## src/cfg_msg_pkg.sv

```systemverilog
// Purpose: shared tokens, destinations and helpers for the configuration message port
// Assumes: one link token is a control flag plus one byte
// Notes: multi-byte fields travel most significant byte first
package cfg_msg_pkg;

	typedef struct packed {
		logic ctrl;
		logic [7:0] val;
	} tok_type;

	// control token values
	localparam logic [7:0] TOK_END = 8'h01;
	localparam logic [7:0] TOK_ACK = 8'h03;
	localparam logic [7:0] TOK_NACK = 8'h04;
	localparam logic [7:0] TOK_WRITE = 8'hc0;
	localparam logic [7:0] TOK_READ = 8'hc1;

	// low half of the destination selects the bank
	localparam logic [15:0] DEST_TILE = 16'hc20c;
	localparam logic [15:0] DEST_NODE = 16'hc30c;

	// processor-status resource identifier
	localparam logic [7:0] PS_TYPE = 8'h0c;
	localparam int PS_SHIFT = 8;

	// return identifier low byte that asks for no reply
	localparam logic [7:0] NOREPLY_LOW = 8'hff;

	// body byte counts after the opening token, and the index of the last body byte of each field
	localparam logic [3:0] RD_BODY = 4'h5;
	localparam logic [3:0] WR_BODY = 4'h9;
	localparam logic [3:0] RID_LAST = 4'h2;
	localparam logic [3:0] REG_LAST = 4'h4;

	localparam logic [31:0] CFG_RESET = 32'h0;

	// byte i of a word, counted from the most significant end
	function automatic logic [7:0] byte_msb(input logic [31:0] w, input logic [1:0] i);
		return w[8 * (3 - i) +: 8];
	endfunction : byte_msb

endpackage : cfg_msg_pkg

```

## src/cfg_msg_if.sv

```systemverilog
// Purpose: link between a requester and the configuration message port
// Assumes: both ends run on i_mclk; tokens move on valid and ready both high
// Notes: the processor-status group is a local request with a one-cycle answer
`timescale 1ns/10ps
`default_nettype none
interface cfg_msg_if (
	input wire logic i_mclk
);
	import cfg_msg_pkg::*;

	// request stream
	logic req_valid;
	logic req_ready;
	tok_type req_tok;
	logic [31:0] req_dest;
	// reply stream
	logic rsp_valid;
	logic rsp_ready;
	tok_type rsp_tok;
	logic [23:0] rsp_dest;
	// processor-status access
	logic ps_req;
	logic ps_wr;
	logic [15:0] ps_rid;
	logic [31:0] ps_wdata;
	logic ps_ack;
	logic ps_ok;
	logic [31:0] ps_rdata;

	modport device (
		input req_valid, req_tok, req_dest, rsp_ready, ps_req, ps_wr, ps_rid, ps_wdata,
		output req_ready, rsp_valid, rsp_tok, rsp_dest, ps_ack, ps_ok, ps_rdata
	);
	modport requester (
		output req_valid, req_tok, req_dest, rsp_ready, ps_req, ps_wr, ps_rid, ps_wdata,
		input req_ready, rsp_valid, rsp_tok, rsp_dest, ps_ack, ps_ok, ps_rdata
	);
endinterface : cfg_msg_if
`default_nettype wire

```

## src/cfg_device_end.sv

```systemverilog
// Purpose: device end that decodes configuration messages and replies on the link
// Assumes: the destination stands with the opening token of each message
// Notes: registers are flip-flop banks; their contents leave on o_tile_cfg, o_node_cfg and o_ps_cfg
`timescale 1ns/10ps
`default_nettype none
module cfg_device_end #(
	parameter int TILE_REGS = 8,
	parameter int NODE_REGS = 8,
	parameter int PS_REGS = 16,
	parameter logic [15:0] TILE_ID = 16'h0000,
	parameter logic [15:0] NODE_ID = 16'h0000
) (
	// clock and reset
	input wire logic i_mclk,
	input wire logic i_rstn,
	// link
	cfg_msg_if.device link,
	// register contents toward the rest of the chip
	output logic [TILE_REGS-1:0][31:0] o_tile_cfg,
	output logic [NODE_REGS-1:0][31:0] o_node_cfg,
	output logic [PS_REGS-1:0][31:0] o_ps_cfg
);
	import cfg_msg_pkg::*;

	typedef enum logic [4:0] {
		S_IDLE = 5'b00001,
		S_BODY = 5'b00010,
		S_DRAIN = 5'b00100,
		S_EXEC = 5'b01000,
		S_REPLY = 5'b10000
	} dstate_type;

	typedef struct packed {
		dstate_type st;
		logic write;
		logic node;
		logic for_us;
		logic fail;
		logic [3:0] cnt;
		logic [23:0] rid;
		logic [15:0] regnum;
		logic [31:0] wdata;
		logic [31:0] rdata;
		logic [2:0] idx;
		logic [2:0] len;
		logic req_ready;
		logic rsp_valid;
		tok_type rsp_tok;
		logic ps_ack;
		logic ps_ok;
		logic [31:0] ps_rdata;
		logic [TILE_REGS-1:0][31:0] tile;
		logic [NODE_REGS-1:0][31:0] node_bank;
		logic [PS_REGS-1:0][31:0] ps;
	} dev_type;

	dev_type d_reg, d_next;

	// register number inside a bank of n words
	function automatic logic reg_ok(input logic [15:0] r, input int n);
		return 32'(r) < n;
	endfunction : reg_ok

	// token idx of the reply being sent
	function automatic tok_type reply_tok(input dev_type d, input logic [2:0] i);
		tok_type t;
		t = '{ctrl: 1'b1, val: TOK_END};
		if (i == 3'h0) begin
			t.val = d.fail ? TOK_NACK : TOK_ACK;
		end else if (i != d.len - 3'h1) begin
			t = '{ctrl: 1'b0, val: byte_msb(d.rdata, 2'(i - 3'h1))};
		end
		return t;
	endfunction : reply_tok

	always_comb begin
		logic take;
		logic [3:0] body;
		take = link.req_valid && d_reg.req_ready;
		body = d_reg.write ? WR_BODY : RD_BODY;
		d_next = d_reg;
		d_next.ps_ack = 1'b0;

		// processor-status access answers one cycle after the request
		if (link.ps_req) begin
			d_next.ps_ack = 1'b1;
			d_next.ps_ok = 1'b0;
			d_next.ps_rdata = 32'h0;
			if (link.ps_rid[7:0] == PS_TYPE
				&& reg_ok({8'h00, link.ps_rid[15:PS_SHIFT]}, PS_REGS)) begin
				d_next.ps_ok = 1'b1;
				if (link.ps_wr) begin
					d_next.ps[link.ps_rid[15:PS_SHIFT]] = link.ps_wdata;
				end else begin
					d_next.ps_rdata = d_reg.ps[link.ps_rid[15:PS_SHIFT]];
				end
			end
		end

		case (d_reg.st)
			S_IDLE: begin
				if (take) begin
					d_next.cnt = 4'h0;
					d_next.fail = 1'b0;
					d_next.rdata = 32'h0;
					d_next.node = link.req_dest[15:0] == DEST_NODE;
					d_next.for_us = (link.req_dest[15:0] == DEST_TILE
						&& link.req_dest[31:16] == TILE_ID)
						|| (link.req_dest[15:0] == DEST_NODE
						&& link.req_dest[31:16] == NODE_ID);
					d_next.write = link.req_tok.val == TOK_WRITE;
					if (link.req_tok.ctrl && (link.req_tok.val == TOK_WRITE
						|| link.req_tok.val == TOK_READ)) begin
						d_next.st = S_BODY;
					end else if (!(link.req_tok.ctrl && link.req_tok.val == TOK_END)) begin
						d_next.st = S_DRAIN;
					end
				end
			end
			S_BODY: begin
				if (take) begin
					if (!link.req_tok.ctrl && d_reg.cnt < body) begin
						d_next.cnt = d_reg.cnt + 4'h1;
						if (d_reg.cnt <= RID_LAST) begin
							d_next.rid = {d_reg.rid[15:0], link.req_tok.val};
						end else if (d_reg.cnt <= REG_LAST) begin
							d_next.regnum = {d_reg.regnum[7:0], link.req_tok.val};
						end else begin
							d_next.wdata = {d_reg.wdata[23:0], link.req_tok.val};
						end
					end else if (link.req_tok.ctrl && link.req_tok.val == TOK_END) begin
						d_next.fail = d_reg.cnt != body;
						d_next.st = S_EXEC;
					end else begin
						d_next.fail = 1'b1;
						d_next.st = S_DRAIN;
					end
				end
			end
			S_DRAIN: begin
				// a broken message is swallowed up to its closing token
				if (take && link.req_tok.ctrl && link.req_tok.val == TOK_END) begin
					d_next.fail = 1'b1;
					d_next.st = S_EXEC;
				end
			end
			S_EXEC: begin
				// a message meant for another tile or node must leave our banks alone
				if (!d_reg.fail && d_reg.for_us) begin
					if (!reg_ok(d_reg.regnum, d_reg.node ? NODE_REGS : TILE_REGS)) begin
						d_next.fail = 1'b1;
					end else if (d_reg.write && d_reg.node) begin
						d_next.node_bank[d_reg.regnum] = d_reg.wdata;
					end else if (d_reg.write) begin
						d_next.tile[d_reg.regnum] = d_reg.wdata;
					end else if (d_reg.node) begin
						d_next.rdata = d_reg.node_bank[d_reg.regnum];
					end else begin
						d_next.rdata = d_reg.tile[d_reg.regnum];
					end
				end
				d_next.idx = 3'h0;
				d_next.len = (!d_reg.write && !d_next.fail) ? 3'h6 : 3'h2;
				// without a full return identifier there is nobody to answer
				if (!d_reg.for_us || d_reg.cnt <= RID_LAST
					|| (d_reg.write && d_reg.rid[7:0] == NOREPLY_LOW)) begin
					d_next.st = S_IDLE;
				end else begin
					d_next.st = S_REPLY;
				end
			end
			S_REPLY: begin
				if (!d_reg.rsp_valid || link.rsp_ready) begin
					if (d_reg.idx < d_reg.len) begin
						d_next.rsp_valid = 1'b1;
						d_next.rsp_tok = reply_tok(d_reg, d_reg.idx);
						d_next.idx = d_reg.idx + 3'h1;
					end else begin
						d_next.rsp_valid = 1'b0;
						d_next.st = S_IDLE;
					end
				end
			end
			default: begin
				d_next.st = S_IDLE;
			end
		endcase
		d_next.req_ready = d_next.st == S_IDLE || d_next.st == S_BODY || d_next.st == S_DRAIN;
	end

	always_ff @(posedge i_mclk) begin
		if (!i_rstn) begin
			d_reg <= '0;
			d_reg.st <= S_IDLE;
			d_reg.req_ready <= 1'b1;
			d_reg.tile <= {TILE_REGS{CFG_RESET}};
			d_reg.node_bank <= {NODE_REGS{CFG_RESET}};
			d_reg.ps <= {PS_REGS{CFG_RESET}};
		end else begin
			d_reg <= d_next;
		end
	end

	assign link.req_ready = d_reg.req_ready;
	assign link.rsp_valid = d_reg.rsp_valid;
	assign link.rsp_tok = d_reg.rsp_tok;
	assign link.rsp_dest = d_reg.rid;
	assign link.ps_ack = d_reg.ps_ack;
	assign link.ps_ok = d_reg.ps_ok;
	assign link.ps_rdata = d_reg.ps_rdata;
	assign o_tile_cfg = d_reg.tile;
	assign o_node_cfg = d_reg.node_bank;
	assign o_ps_cfg = d_reg.ps;

endmodule : cfg_device_end
`default_nettype wire

```

## src/flat_wrapper.sv

```systemverilog
// flat-port wrapper written by rule: the top's interface ports become plain ports
module cfg_device_end_flat import cfg_msg_pkg::*;
#(
	parameter int TILE_REGS = 8,
	parameter int NODE_REGS = 8,
	parameter int PS_REGS = 16,
	parameter logic [15:0] TILE_ID = 16'h0000,
	parameter logic [15:0] NODE_ID = 16'h0000
)
  (i_mclk, i_rstn, o_tile_cfg, o_node_cfg, o_ps_cfg, link_req_valid, link_req_tok, link_req_dest, link_rsp_ready, link_ps_req, link_ps_wr, link_ps_rid, link_ps_wdata, link_req_ready, link_rsp_valid, link_rsp_tok, link_rsp_dest, link_ps_ack, link_ps_ok, link_ps_rdata);
  cfg_msg_if link_i (.i_mclk(i_mclk));
  input wire logic i_mclk;
  input wire logic i_rstn;
  output logic [TILE_REGS-1:0][31:0] o_tile_cfg;
  output logic [NODE_REGS-1:0][31:0] o_node_cfg;
  output logic [PS_REGS-1:0][31:0] o_ps_cfg;
  input wire logic [$bits(link_i.req_valid)-1:0] link_req_valid;
  input wire logic [$bits(link_i.req_tok)-1:0] link_req_tok;
  input wire logic [$bits(link_i.req_dest)-1:0] link_req_dest;
  input wire logic [$bits(link_i.rsp_ready)-1:0] link_rsp_ready;
  input wire logic [$bits(link_i.ps_req)-1:0] link_ps_req;
  input wire logic [$bits(link_i.ps_wr)-1:0] link_ps_wr;
  input wire logic [$bits(link_i.ps_rid)-1:0] link_ps_rid;
  input wire logic [$bits(link_i.ps_wdata)-1:0] link_ps_wdata;
  output wire logic [$bits(link_i.req_ready)-1:0] link_req_ready;
  output wire logic [$bits(link_i.rsp_valid)-1:0] link_rsp_valid;
  output wire logic [$bits(link_i.rsp_tok)-1:0] link_rsp_tok;
  output wire logic [$bits(link_i.rsp_dest)-1:0] link_rsp_dest;
  output wire logic [$bits(link_i.ps_ack)-1:0] link_ps_ack;
  output wire logic [$bits(link_i.ps_ok)-1:0] link_ps_ok;
  output wire logic [$bits(link_i.ps_rdata)-1:0] link_ps_rdata;
  assign link_i.req_valid = link_req_valid;
  assign link_i.req_tok = link_req_tok;
  assign link_i.req_dest = link_req_dest;
  assign link_i.rsp_ready = link_rsp_ready;
  assign link_i.ps_req = link_ps_req;
  assign link_i.ps_wr = link_ps_wr;
  assign link_i.ps_rid = link_ps_rid;
  assign link_i.ps_wdata = link_ps_wdata;
  assign link_req_ready = link_i.req_ready;
  assign link_rsp_valid = link_i.rsp_valid;
  assign link_rsp_tok = link_i.rsp_tok;
  assign link_rsp_dest = link_i.rsp_dest;
  assign link_ps_ack = link_i.ps_ack;
  assign link_ps_ok = link_i.ps_ok;
  assign link_ps_rdata = link_i.ps_rdata;
  cfg_device_end #(.TILE_REGS(TILE_REGS), .NODE_REGS(NODE_REGS), .PS_REGS(PS_REGS), .TILE_ID(TILE_ID), .NODE_ID(NODE_ID)) u_core (.i_mclk(i_mclk), .i_rstn(i_rstn), .link(link_i), .o_tile_cfg(o_tile_cfg), .o_node_cfg(o_node_cfg), .o_ps_cfg(o_ps_cfg));
endmodule
```

## config.mk

```make
export PLATFORM = sky130hd
export DESIGN_NAME = cfg_device_end_flat
export DESIGN_NICKNAME = d
export VERILOG_FILES = /design/src/cfg_msg_pkg.sv /design/src/cfg_msg_if.sv /design/src/cfg_device_end.sv /design/src/flat_wrapper.sv
export SDC_FILE = /design/constraint.sdc
export NUM_CORES = 2
export LEC_CHECK = 0
export ABC_AREA = 1
export CAP_MARGIN = 20
export CORE_AREA = 2 2 458 460
export DETAILED_ROUTE_END_ITERATION = 10
export DIE_AREA = 0 0 460 462
export DONT_BUFFER_PORTS = 1
export GPL_TIMING_DRIVEN = 0
export PLACE_DENSITY_LB_ADDON = 0.08
export SETUP_SLACK_MARGIN = 0.3
export SLEW_MARGIN = 30
export SYNTH_ARGS = -nofsm -noshare
export SYNTH_HDL_FRONTEND = slang
export SYNTH_SLANG_ARGS = --single-unit
```

## constraint.sdc

```tcl
create_clock -name i_mclk -period 2.7 [get_ports i_mclk]
set_input_delay 0.54 -clock i_mclk [delete_from_list [all_inputs] [get_ports i_mclk]]
set_output_delay 0.54 -clock i_mclk [all_outputs]
set_load 0.02 [all_outputs]
```

==> Word-level counts from Yosys, hierarchy flattened <==
Cells that the tools add are included.
{ "word_totals": {"register_bits": 1192, "in_bits": 95, "out_inout_bits": 1093} }
{ "op_classes": {"order_cmp": 10, "n_reduce_logical": 47, "n_mux": 58, "add_sub_neg": 5, "eq_ne": 28, "bitwise": 3, "shift": 1} }
{ "ops": {"columns": ["operator", "count"], "rows": [
  ["bitwise mux 256 bit", 2],
  ["bitwise mux 512 bit", 1],
  ["two-way mux 32 bit", 13],
  ["binary-select mux 32 bit (select 3 bit)", 2],
  ["binary-select mux 32 bit (select 4 bit)", 1],
  ["demux 32 bit (select 4 bit)", 1],
  ["demux 32 bit (select 3 bit)", 1],
  ["two-way mux 77 bit", 1],
  ["two-way mux 76 bit", 1],
  ["one-hot mux 32 bit (2 select lines)", 1],
  ["two-way mux 48 bit", 1],
  ["two-way mux 5 bit", 8],
  ["two-way mux 34 bit", 1],
  ["two-way mux 33 bit", 1],
  ["indexed part select 32 x 33 -> 8 bit", 1],
  ["equality test 16 bit (second input constant)", 2],
  ["< comparator 16 x 4 -> 1 bit (second input constant)", 2],
  ["one-hot mux 5 bit (5 select lines)", 1],
  ["equality test 8 bit (second input constant)", 3],
  ["two-way mux 24 bit", 1],
  ["AND reduction 5 bit", 4],
  ["greater-or-equal comparator 16 x 1 -> 1 bit (second input constant)", 1],
  ["zero test 16 bit", 1],
  ["< comparator 8 x 5 -> 1 bit (second input constant)", 2],
  ["42 further kinds", 99]
]} }

==> Depth between registers and ports, before layout <==
{ "depth": {"word_depth": 9, "mapped_depth": 13, "ltp_nobuf": 12} }

==> Worst setup path before layout <==
Ideal clock, no wire load.
{ "synth_path": {"path_kind": "input to register", "startpoint": "input link_ps_rid[9]", "endpoint": "register u_core.d_reg, in the netlist u_core.o_ps_cfg[451]", "arrival_time_ns": 1.890, "stages": 9, "path_buffers": 2, "setup_slack_ns": 0.699, "required_time_ns": 2.588, "path_cell_list": "buf_2 > inv_2 > nor2_2 > inv_2 > nor3_1 > clkbuf_1 > nand4_1 > nand2_1 > nor2_1"} }
{ "synth_via": {"elab_chain_len": 5, "elab_cells_between_ends": 9} }
{ "synth_rtl": {"columns": ["element", "line", "text"], "rows": [
  ["start: declaration", "flat_wrapper.sv:23", "input wire logic [$bits(link_i.ps_rid)-1:0] link_ps_rid;"],
  ["greater-or-equal comparator 8 x 1 -> 1 bit (not written as such) or < comparator 8 x 5 -> 1 bit (tied branches)", "cfg_device_end.sv:93, cfg_device_end.sv:61", null],
  ["logical AND 1 bit (not written as such)", "cfg_device_end.sv:93", "d_next.ps[link.ps_rid[15:PS_SHIFT]] = link.ps_wdata;"],
  ["two-way mux 32 bit (not written as such)", "cfg_device_end.sv:93", null],
  ["demux 32 bit (select 4 bit)", null, null],
  ["bitwise mux 512 bit", "cfg_device_end.sv:93", null],
  ["end signal: assignment", "cfg_device_end.sv:200", "d_reg <= d_next;"],
  ["end: declaration", "cfg_device_end.sv:57", "dev_type d_reg, d_next;"]
]} }
Parallel ways exist; a longest one is shown, timed or not.
A chain may end at the register's enable or synchronous reset.

==> out/results.txt <==
most frequent cell after synthesis: nand2_1
WHS Endpoint: u_core.d_reg[1107]
worst reg2reg startpoint: u_core.d_reg[1139]
H-tree depth: 4
initial antenna violation count: 19
unrepaired setup endpoints after global routing: yes
Die Y: 462 um
Post-synth EDFFs: 0
mean area per synthesized cell: 6.42 um2
Internal: 30.3 mW
routed wire length: 425000 um
most common cell type on the critical path: clkbuf_1
largest fanout on the critical path: 10
CTS tree: built
Reg clk slew, reported paths: 60 ps
Post-synth top flop: dfxtp_1
kind of cell adding the most delay to the critical path: buffers and inverters
via/cell ratio: 5.27
Lkg Pwr: 33.9 nW
fin. max-slew vios: 0
register-to-register setup slack: 260 ps
Tcrit/Tclk final: 0.917
via count: 69600
Min-Delay Startpoint: link_req_tok[0]
startpoint types: input pin
Worst-Margin Slew: 1110 ps
Final ANT Viol Nets: 0
Syn Inst Count: 10200
hold slack final: 39.6 ps
worst reg2reg path endpoint: u_core.d_reg[1079]
Hold Crit Class: in2reg
vias in the first global route: 63600
drt pass-1 iters: 6
GPL Wtd Cong: 0.976
Worst Setup End Kind: register
Total Nets Final: 10500
part of the Yosys area used for sequential elements: 0.366
Area contributors post-synth: dfxtp_1 37%, nand2_1 16%, nor2_1 13%, buf_4 13%, nand4_1 5.5%
skew final: 25.8 ps
layout cells sized above 1: 0.180
CP max stage cell: buf_1
setup ws final: 223 ps
hold depth: 2
DR iter-0 viols: 7945
fmax: 404 MHz
Port-buffer cells: 0
area leader, netlist: dfxtp_1
CTS root buffer: clkbuf_16
top-area cell type share of the netlist area: 0.366
Fin Setup TNS: 0 ps
Final Hold Fails: 0
status: finished clean
Max-Slew Margin vs Limit: 0.260
Max Cap Viol: 0
CP Data Required Time: 3470 ps
Clock Sinks: 1191
CTS max path bufs: 3
cell area power density: 550 nW/um2
Synth Register Bits: 1191
initial core utilization: 0.313
crit-path cells: clkbuf_1, clkbuf_2, clkbuf_1, buf_1, nand2_1, nor2_1
synthesized area: 65200 um2
GRT Overall Usage: 0.383
min cycle time layout: 2480 ps
worst setup path category: in2reg
first-pass GRT wire length: 556000 um
DP Wirelength: 344000 um
row count: 168
Max stage delay on crit path: 650 ps
share of synthesized flip-flops with an asynchronous set or reset: 0
Remaining DRCs: 0
max reg flops: 512
clock power share: 0.511
pre-CTS setup slack: -1020 ps
largest net degree at the start of global routing: 17
gr ovfl total: 0
CP bufs+invs: 4
switching power: 11.1 mW
Logic pwr share: 0.062
Tot Pwr: 41.4 mW
# setup viols final: 0
# IOs: 1188
die width: 460 um
Seq pwr share: 0.427
Synth Net Count: 10300
Area Growth Syn to Fin: 15.5%
Sw Share: 0.267
Ys Warns: 0
CP arrival: 3240 ps
peak supply drop: 0.780 mV
clk_lat worst skew: 840 ps
Reg2Reg Depth: 9
Commonest cells post-synth: 2838 x nand2_1, 2285 x nor2_1, 1191 x dfxtp_1
wire per inst: 32.2 um
die area: 213000 um2
Yosys cell types: 34
Core Region: 208000 um2
post-layout util: 0.362
CTS buffer count: 154
[layout make-up]
type	count	area [um2]
antenna	9	22.5
buffer	1814	11800
clock buffer	238	4650
clock inverter	38	338
fill	23100	133000
inverter	383	1470
multi-input combinational	6768	29100
sequential	1191	23800
tap	2720	3400
timing repair buffer	48	626
timing repair inverter	1	5.00
[kinds of logic after synthesis]
group                    after synthesis  synth area share
AO/OA/AOI/OAI                        446            0.0370
XOR/XNOR                               1          0.000134
adder cells (fa/ha/maj)                9           0.00173
buffers and inverters               2197             0.194
flip-flops                          1191             0.366
AND/OR/NAND/NOR                     6312             0.401
[power by group through the flow]
stage / clock [mW] / combinational (mW) / sequential, mW
6_report: 21.2 / 2.56 / 17.7
3_3_place_gp: 0 / 2.37 / 18.1
2_1_floorplan: 0 / 1.30 / 18.0
4_1_cts: 21.3 / 2.45 / 17.7
5_1_grt: 21.9 / 2.67 / 17.7
3_5_place_dp: 0 / 2.40 / 18.1
[layer usage]
layer | track usage | vias up | part of all wire
met5 | 0 | - | 0.000099
met4 | 0.278 | 6 | 0.083
met3 | 0.0880 | 876 | 0.086
met2 | 0.615 | 3757 | 0.45
met1 | 0.448 | 33700 | 0.38
li1 | - | 31300 | -
[what timing repair did]
| item | CTS | global route |
|---|---|---|
| hold buffers | 10 | 0 |
| gates cloned | 1 | 0 |
| pin swaps | 8 | 16 |
| resized for setup | 237 | 179 |
| buffers inserted | 18 | 9 |
| endpoints found under the setup margin | 688 | 707 |
| endpoints found under the hold margin | 26 | 0 |
[how the worst max path moves through the flow]
stage               slack, ps  cells after the start                from                     end
floorplan                 700                      9      link_ps_rid[9]    u_core.o_ps_cfg[451]
global placement        -1360                      6              i_rstn  u_core.o_node_cfg[221]
detailed placement      -1020                      9  u_core.d_reg[1184]  u_core.o_node_cfg[202]
CTS                        90                     11  u_core.d_reg[1191]  u_core.o_node_cfg[198]
global route              250                      8      link_ps_rid[8]    u_core.o_ps_cfg[428]
finish                    220                      6              i_rstn  u_core.o_node_cfg[174]
[stage by stage]
stage          cell area (um2)  instances
3_3_place_gp             68600      12900
3_5_place_dp             68900      12900
5_1_grt                  75300      13200
4_1_cts                  74800      13200
2_1_floorplan            65200      10200
6_report                 75300      13200
[cell usage in the layout (no fill, tap or decap), drive strengths merged]
master and n:
nand4 571, clkinvlp 8, nor3b 1, nor4 2, nor2 2317, nand2 2841, o21bai 64, a21oi 204
nand3 519, inv 380, ha 9, o21ai 168, clkinv 30, clkdlybuf4s15 1, bufinv 4, a31oi 1
a211oi 1, buf 1517, nor3 27, dlygate4sd3 10, o22ai 5, diode 9, dfxtp 1191, nand3b 32
clkbuf 572, xor2 1, and3 1, or2 1, o211ai 3
No activity file was read; power rests on OpenSTA's default activity.
